<file path="src/core/exec_consts.svh">
`ifndef EXEC_CONSTS_SVH
`define EXEC_CONSTS_SVH
// ****************************************
// timing
// ****************************************
`define CLK_PER_ICYCLE 4
`define SYS_CLK_PERIOD_NS 40
// ****************************************
// opcode fields of the decoded instruction word
// ****************************************
`define OPC_HI 15
`define OPC_LO 11
`define BIT_HI 10
`define BIT_LO 8
`define OPERAND_HI 7
`define OPERAND_LO 0
// ****************************************
// reset values, program counter low byte address and return stack depth
// ****************************************
`define PC_RESET 11'h000
`define ACC_RESET 8'h00
`define PCL_ADDR 8'h02
`define STACK_DEPTH 6
`endif

</file>
<file path="src/core/exec_pkg.sv">
package exec_pkg;
	typedef enum logic [4:0] {
		OP_NOP = 5'h00,
		OP_MOV_M_TO_A = 5'h01,
		OP_MOV_A_TO_M = 5'h02,
		OP_MOV_K_TO_A = 5'h03,
		OP_ADD = 5'h04,
		OP_ADC = 5'h05,
		OP_SUB = 5'h06,
		OP_SBC = 5'h07,
		OP_INC_M = 5'h08,
		OP_INC_A = 5'h09,
		OP_DEC_M = 5'h0A,
		OP_DEC_A = 5'h0B,
		OP_AND = 5'h0C,
		OP_OR = 5'h0D,
		OP_XOR = 5'h0E,
		OP_CPL_M = 5'h0F,
		OP_RR = 5'h10,
		OP_RL = 5'h11,
		OP_RRC = 5'h12,
		OP_RLC = 5'h13,
		OP_JMP = 5'h14,
		OP_CALL = 5'h15,
		OP_RET = 5'h16,
		OP_INTERRUPT_EXIT = 5'h17,
		OP_SZ = 5'h18,
		OP_SNZ_BIT = 5'h19,
		OP_SZ_BIT = 5'h1A,
		OP_SET_BIT = 5'h1B,
		OP_CLR_BIT = 5'h1C,
		OP_TABRD = 5'h1D,
		OP_ADD_K = 5'h1E,
		OP_SUB_K = 5'h1F
	} opcode_t;
	typedef enum logic [1:0] {
		ST_EXEC = 2'b00,
		ST_FLUSH = 2'b01
	} exec_state_t;
endpackage : exec_pkg

</file>
<file path="src/core/ret_stack_if.sv">
`timescale 1ns/10ps
interface ret_stack_if #(parameter int AW = 11);
	logic push;
	logic pop;
	logic [AW-1:0] push_addr;
	logic [AW-1:0] top_addr;
	modport core (output push, output pop, output push_addr, input top_addr);
	modport stack (input push, input pop, input push_addr, output top_addr);
endinterface : ret_stack_if

</file>
<file path="src/core/ret_stack.sv">
`timescale 1ns/10ps
`include "exec_consts.svh"
module ret_stack #(
	parameter int AW = 11,
	parameter int DEPTH = `STACK_DEPTH
) (
	input wire logic clk, // system clock
	input wire logic rst, // async reset, active high
	ret_stack_if.stack port // push / pop port
);
	// ****************************************
	// circular return address memory
	// ****************************************
	localparam int SPW = $clog2(DEPTH);
	localparam logic [SPW-1:0] SP_LAST = SPW'(DEPTH - 1);
	logic [AW-1:0] mem_q [DEPTH];
	logic [SPW-1:0] sp_q;
	logic [SPW-1:0] sp_dn;
	logic [SPW-1:0] sp_dn2;
	logic [AW-1:0] top_q;
	// sp_dn is the newest entry, sp_dn2 the one that becomes top after a pop
	assign sp_dn = (sp_q == '0) ? SP_LAST : sp_q - SPW'(1);
	assign sp_dn2 = (sp_dn == '0) ? SP_LAST : sp_dn - SPW'(1);
	always_ff @(posedge clk or posedge rst) begin
		if (rst) begin
			sp_q <= '0;
		end else if (port.push) begin
			sp_q <= (sp_q == SP_LAST) ? '0 : sp_q + SPW'(1);
		end else if (port.pop) begin
			sp_q <= sp_dn;
		end
	end
	always_ff @(posedge clk) begin
		if (port.push) begin
			mem_q[sp_q] <= port.push_addr;
		end
	end
	// registered top of stack, kept current after each push or pop
	always_ff @(posedge clk or posedge rst) begin
		if (rst) begin
			top_q <= '0;
		end else if (port.push) begin
			top_q <= port.push_addr;
		end else if (port.pop) begin
			top_q <= mem_q[sp_dn2];
		end
	end
	assign port.top_addr = top_q;
endmodule : ret_stack

</file>
<file path="src/core/instr_exec.sv">
`timescale 1ns/10ps
`include "exec_consts.svh"
// Overview of operation
// - one instruction cycle is four system clocks
// - most instructions take one cycle; branch, call, table read take two
// - jump, call, return, interrupt return and table read add one cycle
// - writing the program counter low byte jumps and adds one cycle
// - a taken skip adds one cycle; untaken skip takes one
// - moves: memory to accumulator, accumulator to memory, constant to accumulator
// - add sets carry above 255; subtract flags borrow below 0
// - increment and decrement by one, result to memory or accumulator
// - logical and complement results of zero set the zero flag
// - logical operations take the accumulator as one operand
// - rotates move one bit; through-carry rotates pass the bit via carry
// - call saves next address; return resumes there
// - jump loads target and saves no return address
// - conditional skip tests memory value or bit, skips next if met
// - bit set and clear change only the addressed bit
// - add with carry includes current carry
// - table read fetches fixed data from program memory
module instr_exec #(
	parameter int AW = 11
) (
	input wire logic SYS_CLK, // system clock, 25 MHz
	input wire logic SYS_RST, // async reset, active high
	output logic [AW-1:0] PROG_ADDR, // program memory address
	input wire logic [15:0] PROG_DATA, // instruction word, returned for PROG_ADDR
	output logic [AW-1:0] TABLE_ADDR, // table address in program memory
	input wire logic [15:0] TABLE_DATA, // table word for TABLE_ADDR
	output logic [7:0] MEM_ADDR, // data memory address
	input wire logic [7:0] MEM_RDATA, // data memory read data for MEM_ADDR
	output logic [7:0] MEM_WDATA, // data memory write data
	output logic MEM_WE, // data memory write strobe, one system clock
	output logic [7:0] ACC, // accumulator
	output logic CARRY, // carry / not-borrow flag
	output logic ZERO, // zero flag
	output logic INSTR_DONE // pulse at end of each instruction cycle
);
	import exec_pkg::*;
	// ****************************************
	// instruction cycle phase
	// ****************************************
	logic [1:0] phase_q;
	logic last_phase;
	always_ff @(posedge SYS_CLK or posedge SYS_RST) begin
		if (SYS_RST) begin
			phase_q <= 2'h0;
		end else begin
			phase_q <= phase_q + 2'h1;
		end
	end
	assign last_phase = (phase_q == 2'(`CLK_PER_ICYCLE - 1));
	// ****************************************
	// decode
	// ****************************************
	opcode_t op;
	logic [2:0] bsel;
	logic [7:0] opnd;
	exec_state_t state_q;
	logic [AW-1:0] pc_q;
	logic [7:0] acc_q;
	logic c_q;
	logic z_q;
	logic [7:0] res;
	logic res_c;
	logic wr_acc;
	logic wr_mem;
	logic set_c;
	logic set_z;
	logic redirect;
	logic [AW-1:0] target;
	logic [AW-1:0] pc_next;
	ret_stack_if #(.AW(AW)) rs ();
	assign op = opcode_t'(PROG_DATA[`OPC_HI:`OPC_LO]);
	assign bsel = PROG_DATA[`BIT_HI:`BIT_LO];
	assign opnd = PROG_DATA[`OPERAND_HI:`OPERAND_LO];
	assign pc_next = pc_q + AW'(1);
	always_comb begin
		res = acc_q;
		res_c = c_q;
		wr_acc = 1'b0;
		wr_mem = 1'b0;
		set_c = 1'b0;
		set_z = 1'b0;
		redirect = 1'b0;
		target = pc_next;
		case (op)
			OP_MOV_M_TO_A: begin
				res = MEM_RDATA;
				wr_acc = 1'b1;
			end
			OP_MOV_A_TO_M: begin
				res = acc_q;
				wr_mem = 1'b1;
			end
			OP_MOV_K_TO_A: begin
				res = opnd;
				wr_acc = 1'b1;
			end
			OP_ADD, OP_ADC, OP_ADD_K: begin
				{res_c, res} = {1'b0, acc_q} + {1'b0, (op == OP_ADD_K) ? opnd : MEM_RDATA}
					+ 9'((op == OP_ADC) & c_q);
				wr_acc = 1'b1;
				set_c = 1'b1;
				set_z = 1'b1;
			end
			OP_SUB, OP_SBC, OP_SUB_K: begin
				// carry set means no borrow
				{res_c, res} = {1'b1, acc_q} - {1'b0, (op == OP_SUB_K) ? opnd : MEM_RDATA}
					- 9'((op == OP_SBC) & ~c_q);
				wr_acc = 1'b1;
				set_c = 1'b1;
				set_z = 1'b1;
			end
			OP_INC_M, OP_INC_A, OP_DEC_M, OP_DEC_A: begin
				res = (op == OP_INC_M || op == OP_INC_A) ? MEM_RDATA + 8'h01 : MEM_RDATA - 8'h01;
				wr_mem = (op == OP_INC_M || op == OP_DEC_M);
				wr_acc = ~wr_mem;
				set_z = 1'b1;
			end
			OP_AND, OP_OR, OP_XOR: begin
				case (op)
					OP_AND: res = acc_q & MEM_RDATA;
					OP_OR: res = acc_q | MEM_RDATA;
					default: res = acc_q ^ MEM_RDATA;
				endcase
				wr_acc = 1'b1;
				set_z = 1'b1;
			end
			OP_CPL_M: begin
				res = ~MEM_RDATA;
				wr_mem = 1'b1;
				set_z = 1'b1;
			end
			OP_RR: begin
				res = {MEM_RDATA[0], MEM_RDATA[7:1]};
				wr_mem = 1'b1;
			end
			OP_RL: begin
				res = {MEM_RDATA[6:0], MEM_RDATA[7]};
				wr_mem = 1'b1;
			end
			OP_RRC: begin
				{res, res_c} = {c_q, MEM_RDATA};
				wr_mem = 1'b1;
				set_c = 1'b1;
			end
			OP_RLC: begin
				{res_c, res} = {MEM_RDATA, c_q};
				wr_mem = 1'b1;
				set_c = 1'b1;
			end
			OP_JMP, OP_CALL: begin
				target = AW'({bsel, opnd});
				redirect = 1'b1;
			end
			OP_RET, OP_INTERRUPT_EXIT: begin
				target = rs.top_addr;
				redirect = 1'b1;
			end
			OP_SZ: begin
				target = pc_next + AW'(1);
				redirect = (MEM_RDATA == 8'h00);
			end
			OP_SZ_BIT, OP_SNZ_BIT: begin
				target = pc_next + AW'(1);
				redirect = MEM_RDATA[bsel] ^ (op == OP_SZ_BIT);
			end
			OP_SET_BIT, OP_CLR_BIT: begin
				res = MEM_RDATA;
				res[bsel] = (op == OP_SET_BIT);
				wr_mem = 1'b1;
			end
			OP_TABRD: begin
				res = TABLE_DATA[7:0];
				wr_mem = 1'b1;
				redirect = 1'b1;
			end
			default: begin
			end
		endcase
		if (wr_mem && opnd == `PCL_ADDR) begin
			target = {pc_q[AW-1:8], res};
			redirect = 1'b1;
		end
	end
	// ****************************************
	// sequencing and state
	// ****************************************
	logic exec_now;
	assign exec_now = last_phase && (state_q == ST_EXEC);
	always_ff @(posedge SYS_CLK or posedge SYS_RST) begin
		if (SYS_RST) begin
			state_q <= ST_EXEC;
		end else if (last_phase) begin
			// fetched word is discarded for one cycle after a redirect
			state_q <= (state_q == ST_EXEC && redirect) ? ST_FLUSH : ST_EXEC;
		end
	end
	always_ff @(posedge SYS_CLK or posedge SYS_RST) begin
		if (SYS_RST) begin
			pc_q <= `PC_RESET;
		end else if (exec_now) begin
			pc_q <= redirect ? target : pc_next;
		end
	end
	always_ff @(posedge SYS_CLK or posedge SYS_RST) begin
		if (SYS_RST) begin
			acc_q <= `ACC_RESET;
		end else if (exec_now && wr_acc) begin
			acc_q <= res;
		end
	end
	always_ff @(posedge SYS_CLK or posedge SYS_RST) begin
		if (SYS_RST) begin
			c_q <= 1'b0;
			z_q <= 1'b0;
		end else if (exec_now) begin
			if (set_c) begin
				c_q <= res_c;
			end
			if (set_z) begin
				z_q <= (res == 8'h00);
			end
		end
	end
	assign rs.push = exec_now && (op == OP_CALL);
	assign rs.pop = exec_now && (op == OP_RET || op == OP_INTERRUPT_EXIT);
	assign rs.push_addr = pc_next;
	ret_stack #(.AW(AW), .DEPTH(`STACK_DEPTH)) u_stack (
		.clk(SYS_CLK),
		.rst(SYS_RST),
		.port(rs.stack)
	);
	assign PROG_ADDR = pc_q;
	assign TABLE_ADDR = AW'({acc_q});
	assign MEM_ADDR = opnd;
	assign MEM_WDATA = res;
	assign MEM_WE = exec_now && wr_mem;
	assign ACC = acc_q;
	assign CARRY = c_q;
	assign ZERO = z_q;
	assign INSTR_DONE = last_phase;
	// ****************************************
	// checks
	// ****************************************
	property p_cycle4;
		@(posedge SYS_CLK) disable iff (SYS_RST) last_phase |=> !last_phase [*3] ##1 last_phase;
	endproperty
	a_cycle4: assert property (p_cycle4) else $error("cycle not four clocks");
	property p_flush;
		@(posedge SYS_CLK) disable iff (SYS_RST) (exec_now && redirect) |=> (state_q == ST_FLUSH) [*4] ##1 state_q == ST_EXEC;
	endproperty
	a_flush: assert property (p_flush) else $error("redirect not one extra cycle");
	property p_single;
		@(posedge SYS_CLK) disable iff (SYS_RST) (exec_now && !redirect) |=> pc_q == $past(pc_q) + AW'(1);
	endproperty
	a_single: assert property (p_single) else $error("plain instruction pc wrong");
	property p_jmp;
		@(posedge SYS_CLK) disable iff (SYS_RST) (exec_now && op == OP_JMP) |=> pc_q == $past(target) && !$past(rs.push);
	endproperty
	a_jmp: assert property (p_jmp) else $error("jump wrong");
	property p_skip;
		@(posedge SYS_CLK) disable iff (SYS_RST) (exec_now && op == OP_SZ && MEM_RDATA == 8'h00) |=> pc_q == $past(pc_q) + AW'(2);
	endproperty
	a_skip: assert property (p_skip) else $error("skip wrong");
	property p_zero;
		@(posedge SYS_CLK) disable iff (SYS_RST) (exec_now && (op == OP_AND || op == OP_XOR)) |=> ZERO == ($past(res) == 8'h00);
	endproperty
	a_zero: assert property (p_zero) else $error("zero flag wrong");
	property p_add;
		@(posedge SYS_CLK) disable iff (SYS_RST) (exec_now && op == OP_ADD) |=> {CARRY, ACC} == {1'b0, $past(acc_q)} + {1'b0, $past(MEM_RDATA)};
	endproperty
	a_add: assert property (p_add) else $error("add wrong");
	property p_bit;
		@(posedge SYS_CLK) disable iff (SYS_RST) (MEM_WE && op == OP_SET_BIT) |-> (MEM_WDATA | (8'h01 << bsel)) == (MEM_RDATA | (8'h01 << bsel)) && MEM_WDATA[bsel];
	endproperty
	a_bit: assert property (p_bit) else $error("bit set wrong");
	property p_ret;
		@(posedge SYS_CLK) disable iff (SYS_RST) (exec_now && op == OP_RET) |=> pc_q == $past(rs.top_addr);
	endproperty
	a_ret: assert property (p_ret) else $error("return wrong");
	c_call: cover property (@(posedge SYS_CLK) exec_now && op == OP_CALL);
	c_ret: cover property (@(posedge SYS_CLK) exec_now && op == OP_RET);
	c_skip: cover property (@(posedge SYS_CLK) exec_now && op == OP_SZ_BIT && redirect);
	c_pcl: cover property (@(posedge SYS_CLK) MEM_WE && opnd == `PCL_ADDR);
endmodule : instr_exec

</file>
<file path="config.mk">
export PLATFORM = sky130hd
export DESIGN_NAME = instr_exec
export DESIGN_NICKNAME = d
export VERILOG_FILES = /design/src/core/exec_pkg.sv /design/src/core/ret_stack_if.sv /design/src/core/ret_stack.sv /design/src/core/instr_exec.sv
export VERILOG_INCLUDE_DIRS = /design/src /design/src/core
export SDC_FILE = /design/constraint.sdc
export NUM_CORES = 1
export LEC_CHECK = 0
export BUFFER_PORTS_ARGS = -buffer_cell sky130_fd_sc_hd__buf_2
export CAP_MARGIN = 20
export CORE_MARGIN = 2
export CORE_UTILIZATION = 65
export CTS_CLUSTER_SIZE = 12
export DETAILED_ROUTE_END_ITERATION = 10
export PLACE_DENSITY_LB_ADDON = 0.3
export SETUP_SLACK_MARGIN = 0.5
export SLEW_MARGIN = 20
export SYNTH_ARGS = -nofsm -noshare
export SYNTH_HDL_FRONTEND = slang
export SYNTH_SLANG_ARGS = --single-unit
</file>
<file path="constraint.sdc">
create_clock -name SYS_CLK -period 8.6 [get_ports SYS_CLK]
set_input_delay 1.72 -clock SYS_CLK [delete_from_list [all_inputs] [get_ports SYS_CLK]]
set_output_delay 1.72 -clock SYS_CLK [all_outputs]
set_load 0.02 [all_outputs]
</file>
==> flow_summary_export.csv <==
group,metric,value,unit
outcome,outcome,"finished, final reports clean",
placed_design,gp_congestion,1.02,
routing,drt_first_iter_violations,1161,
clocking,clkTransAtPathRegs,0.08,ns
routing,wl_per_cell,22.1,microns
sta,rsz0062_at_grt,"false",
cells_and_area,layout.nets,1066,
clocking,insertion_delay,0.36,ns
worst_setup_path,worstSetupEndpointType,"output pin",
routing,drc_errors,0,
routing,dr.pass1.iters,6,
worst_setup_path,critPathArrivalTime,5.57,ns
worst_setup_path,path_cells,"buf_2 > nand3_1 > nor2_1 > buf_4 > o21ai_0 > fa_1 > fa_1 > a21bo_2 > a211oi_1 > xor2_1 > a211o_1 > a221o_1 > buf_2",
cells_and_area,finalInstanceArea,8980,sq um
worst_setup_path,slowest_stage,"buf_2",
worst_setup_path,crit_path_max_fanout,34,
clocking,holdBufCountCts,0,
sta,tightest_slew,0.992,ns
global_routing,grt.total_usage,36.7,%
die,core,12600,sq um
yosys,synthTopCellsByCount,"91 x nand2_1, 66 x edfxtp_1, 63 x nor2_1, 61 x o21ai_0, 59 x a21oi_1",
sta,tns,0,ns
global_routing,antenna_found_initial,0,
placed_design,dp.final_hpwl,18.2,mm
cells_and_area,syn_to_final_growth,6.99,%
worst_setup_path,required,6.88,ns
sta,max-slew-margin-rel,33.6,%
die,io_pins,92,
cells_and_area,layout-drive-gt1-share,14.7,%
clocking,htree_levels,3,
sta,drv_slew,0,
sta,setup_violations,0,
sta,finalHoldViolCount,0,
yosys,avgSynthCellArea,8.88,sq um
die,die_y,118,microns
routing,wl_met2,10.8,mm
worst_hold_path,min_path_type,"flip-flop to flip-flop",
clocking,cts_made_buffers,9,
yosys,ys.flop_type,"edfxtp_1",
clocking,root_buffer,"clkbuf_16",
power_and_ir_drop,power_density,267,nW/um^2
die,initial_core_util,66.5,%
yosys,synth_area_leaders,"edfxtp_1 24%, dfrtp_1 11%, ha_1 7.3%",
cells_and_area,antenna_cells,0,
global_routing,grt_max_degree,51,
sta,finalCritPeriodShare,84.7,%
routing,wl_met3,3.62,mm
clocking,cts_setup_buffers,0,
yosys,synth_seq_cells,104,
clocking,clockBufferDepth,2,
worst_setup_path,critPathKind,"input port to output pin",
yosys,ys_warn_count,0,
routing,top_layer,"met4",
routing,drt-total-wl,25.4,mm
clocking,post_cts_resized,0,
die,dieWidth,118,microns
yosys,synth_cell_types,87,
sta,fmax,0.137,GHz
yosys,ys_seq_area_share,35.0,%
yosys,yosysTopAreaCellShare,23.6,%
worst_setup_path,start_kind,"input port",
die,dieArea,13800,sq um
yosys,netlist_area,8390,sq um
clocking,cts.sinks,104,
global_routing,grt_pass1_vias,7123,
die,rows,41,
routing,met1_length,10.3,mm
power_and_ir_drop,design_power_total,2.40,mW
yosys,synthCells,945,
yosys,yosysMostFrequentCell,"nand2_1",
placed_design,place_area,8660,sq um
routing,vias,7769,
worst_setup_path,cpPeakStageDelay,0.47,ns
sta,fin_skew,0.00993,ns
sta,min_period,7.29,ns
yosys,synthArstFlopShare,36.5,%
power_and_ir_drop,vdd_drop_max,251,uV
job,drv_cap,0,
routing,ant_nets,0,
yosys,synth_top_area_cell,"edfxtp_1",
routing,via_per_inst,6.77,
placed_design,port_buffers,80,
yosys,synth_edf_count,66,
clocking,tritoncts,"yes",
cells_and_area,final_core_util,71.1,%
global_routing,grt_pass1_wl,39.7,mm
global_routing,overflow,0,
power_and_ir_drop,p_leak,3.59,nW
[logic make-up (layout without fill, tap and decap cells)]
kind of cell,Yosys count,after routing,share of synthesized area (%)
AO/OA/AOI/OAI,273,273,21.9
XOR/XNOR,23,23,2.49
adder cells (fa/ha/maj),54,54,8.50
other,1,3,0.0447
buffers and inverters,131,159,7.96
flip-flops,104,104,35.0
AND/OR/NAND/NOR,334,334,20.8
multiplexers,25,25,3.39
[metrics by stage]
stage / hold slack (ns) / setup slack [ns] / std cells
finish: 0.424 / 1.31 / 1147
global route: 0.461 / 1.23 / 1147
CTS: 0.429 / 1.44 / 1146
detailed placement: 0.417 / 1.46 / 1130
global placement: 0.415 / 1.47 / 1130
floorplan: 0.401 / 1.90 / 947
[cell type report]
type,count,area [sq um]
well taps,172,215
fillers,1012,3640
clock buffers,9,225
flip-flops and latches,104,2930
multi-input cells,712,4830
inverters,49,184
repair buffers,94,503
clock inverters,7,87.6
[flip-flops by register name, indices dropped and copies added (netlist names)]
register               count
CARRY                      1
ACC                        8
u_stack.port.top_addr     11
ZERO                       1
PROG_ADDR                 11
phase_q                    2
u_stack.mem_q             66
u_stack.sp_q               3
state_q                    1
[final timing paths]
check | startpoint | cells past startpoint | slack, ns | to
setup / recovery | PROG_DATA[14] | 13 | 1.31 | MEM_WDATA[6]
hold / removal | phase_q[0] | 1 | 0.42 | phase_q[0]
setup reg to reg | u_stack.sp_q[1] | 13 | 4.02 | u_stack.port.top_addr[0]
hold reg to reg | phase_q[0] | 1 | 0.42 | phase_q[0]
max in group asynchronous | SYS_RST | 3 | 6.77 | u_stack.port.top_addr[3]
min in group asynchronous | SYS_RST | 3 | 1.47 | PROG_ADDR[5]
[critical path: cells and delay by family]
kind,cells,cell delay [ns]
compound gates,5,1.40
buf+inv,3,0.91
fa+ha+maj,2,0.88
simple gates,2,0.52
xor+xnor,1,0.13
[per-layer routing]
layer	vias up	track usage [%]
met5	-	0
met4	0	10.8
met3	60	11.3
met1	3594	52.1
met2	583	54.1
li1	3532	-
[report_power, final]
part           leakage, nW  internal, mW  switching [mW]
Sequential            1.06         0.636           0.116
Combinational         2.38         0.422           0.797
Clock                0.151         0.231           0.195
[placed cells by master, fill, tap and decap left out, drive strengths merged, types with 16 or more instances in the layout]
cell type / n
a22oi: 16
o21ai: 62
nand2: 91
ha: 49
nor2: 64
nor3: 28
a21oi: 59
nand3: 30
dfrtp: 38
edfxtp: 66
mux2i: 16
buf: 94
inv: 51
a31oi: 16
nor2b: 19
a211oi: 19
(Power assumes the default switching activity.)
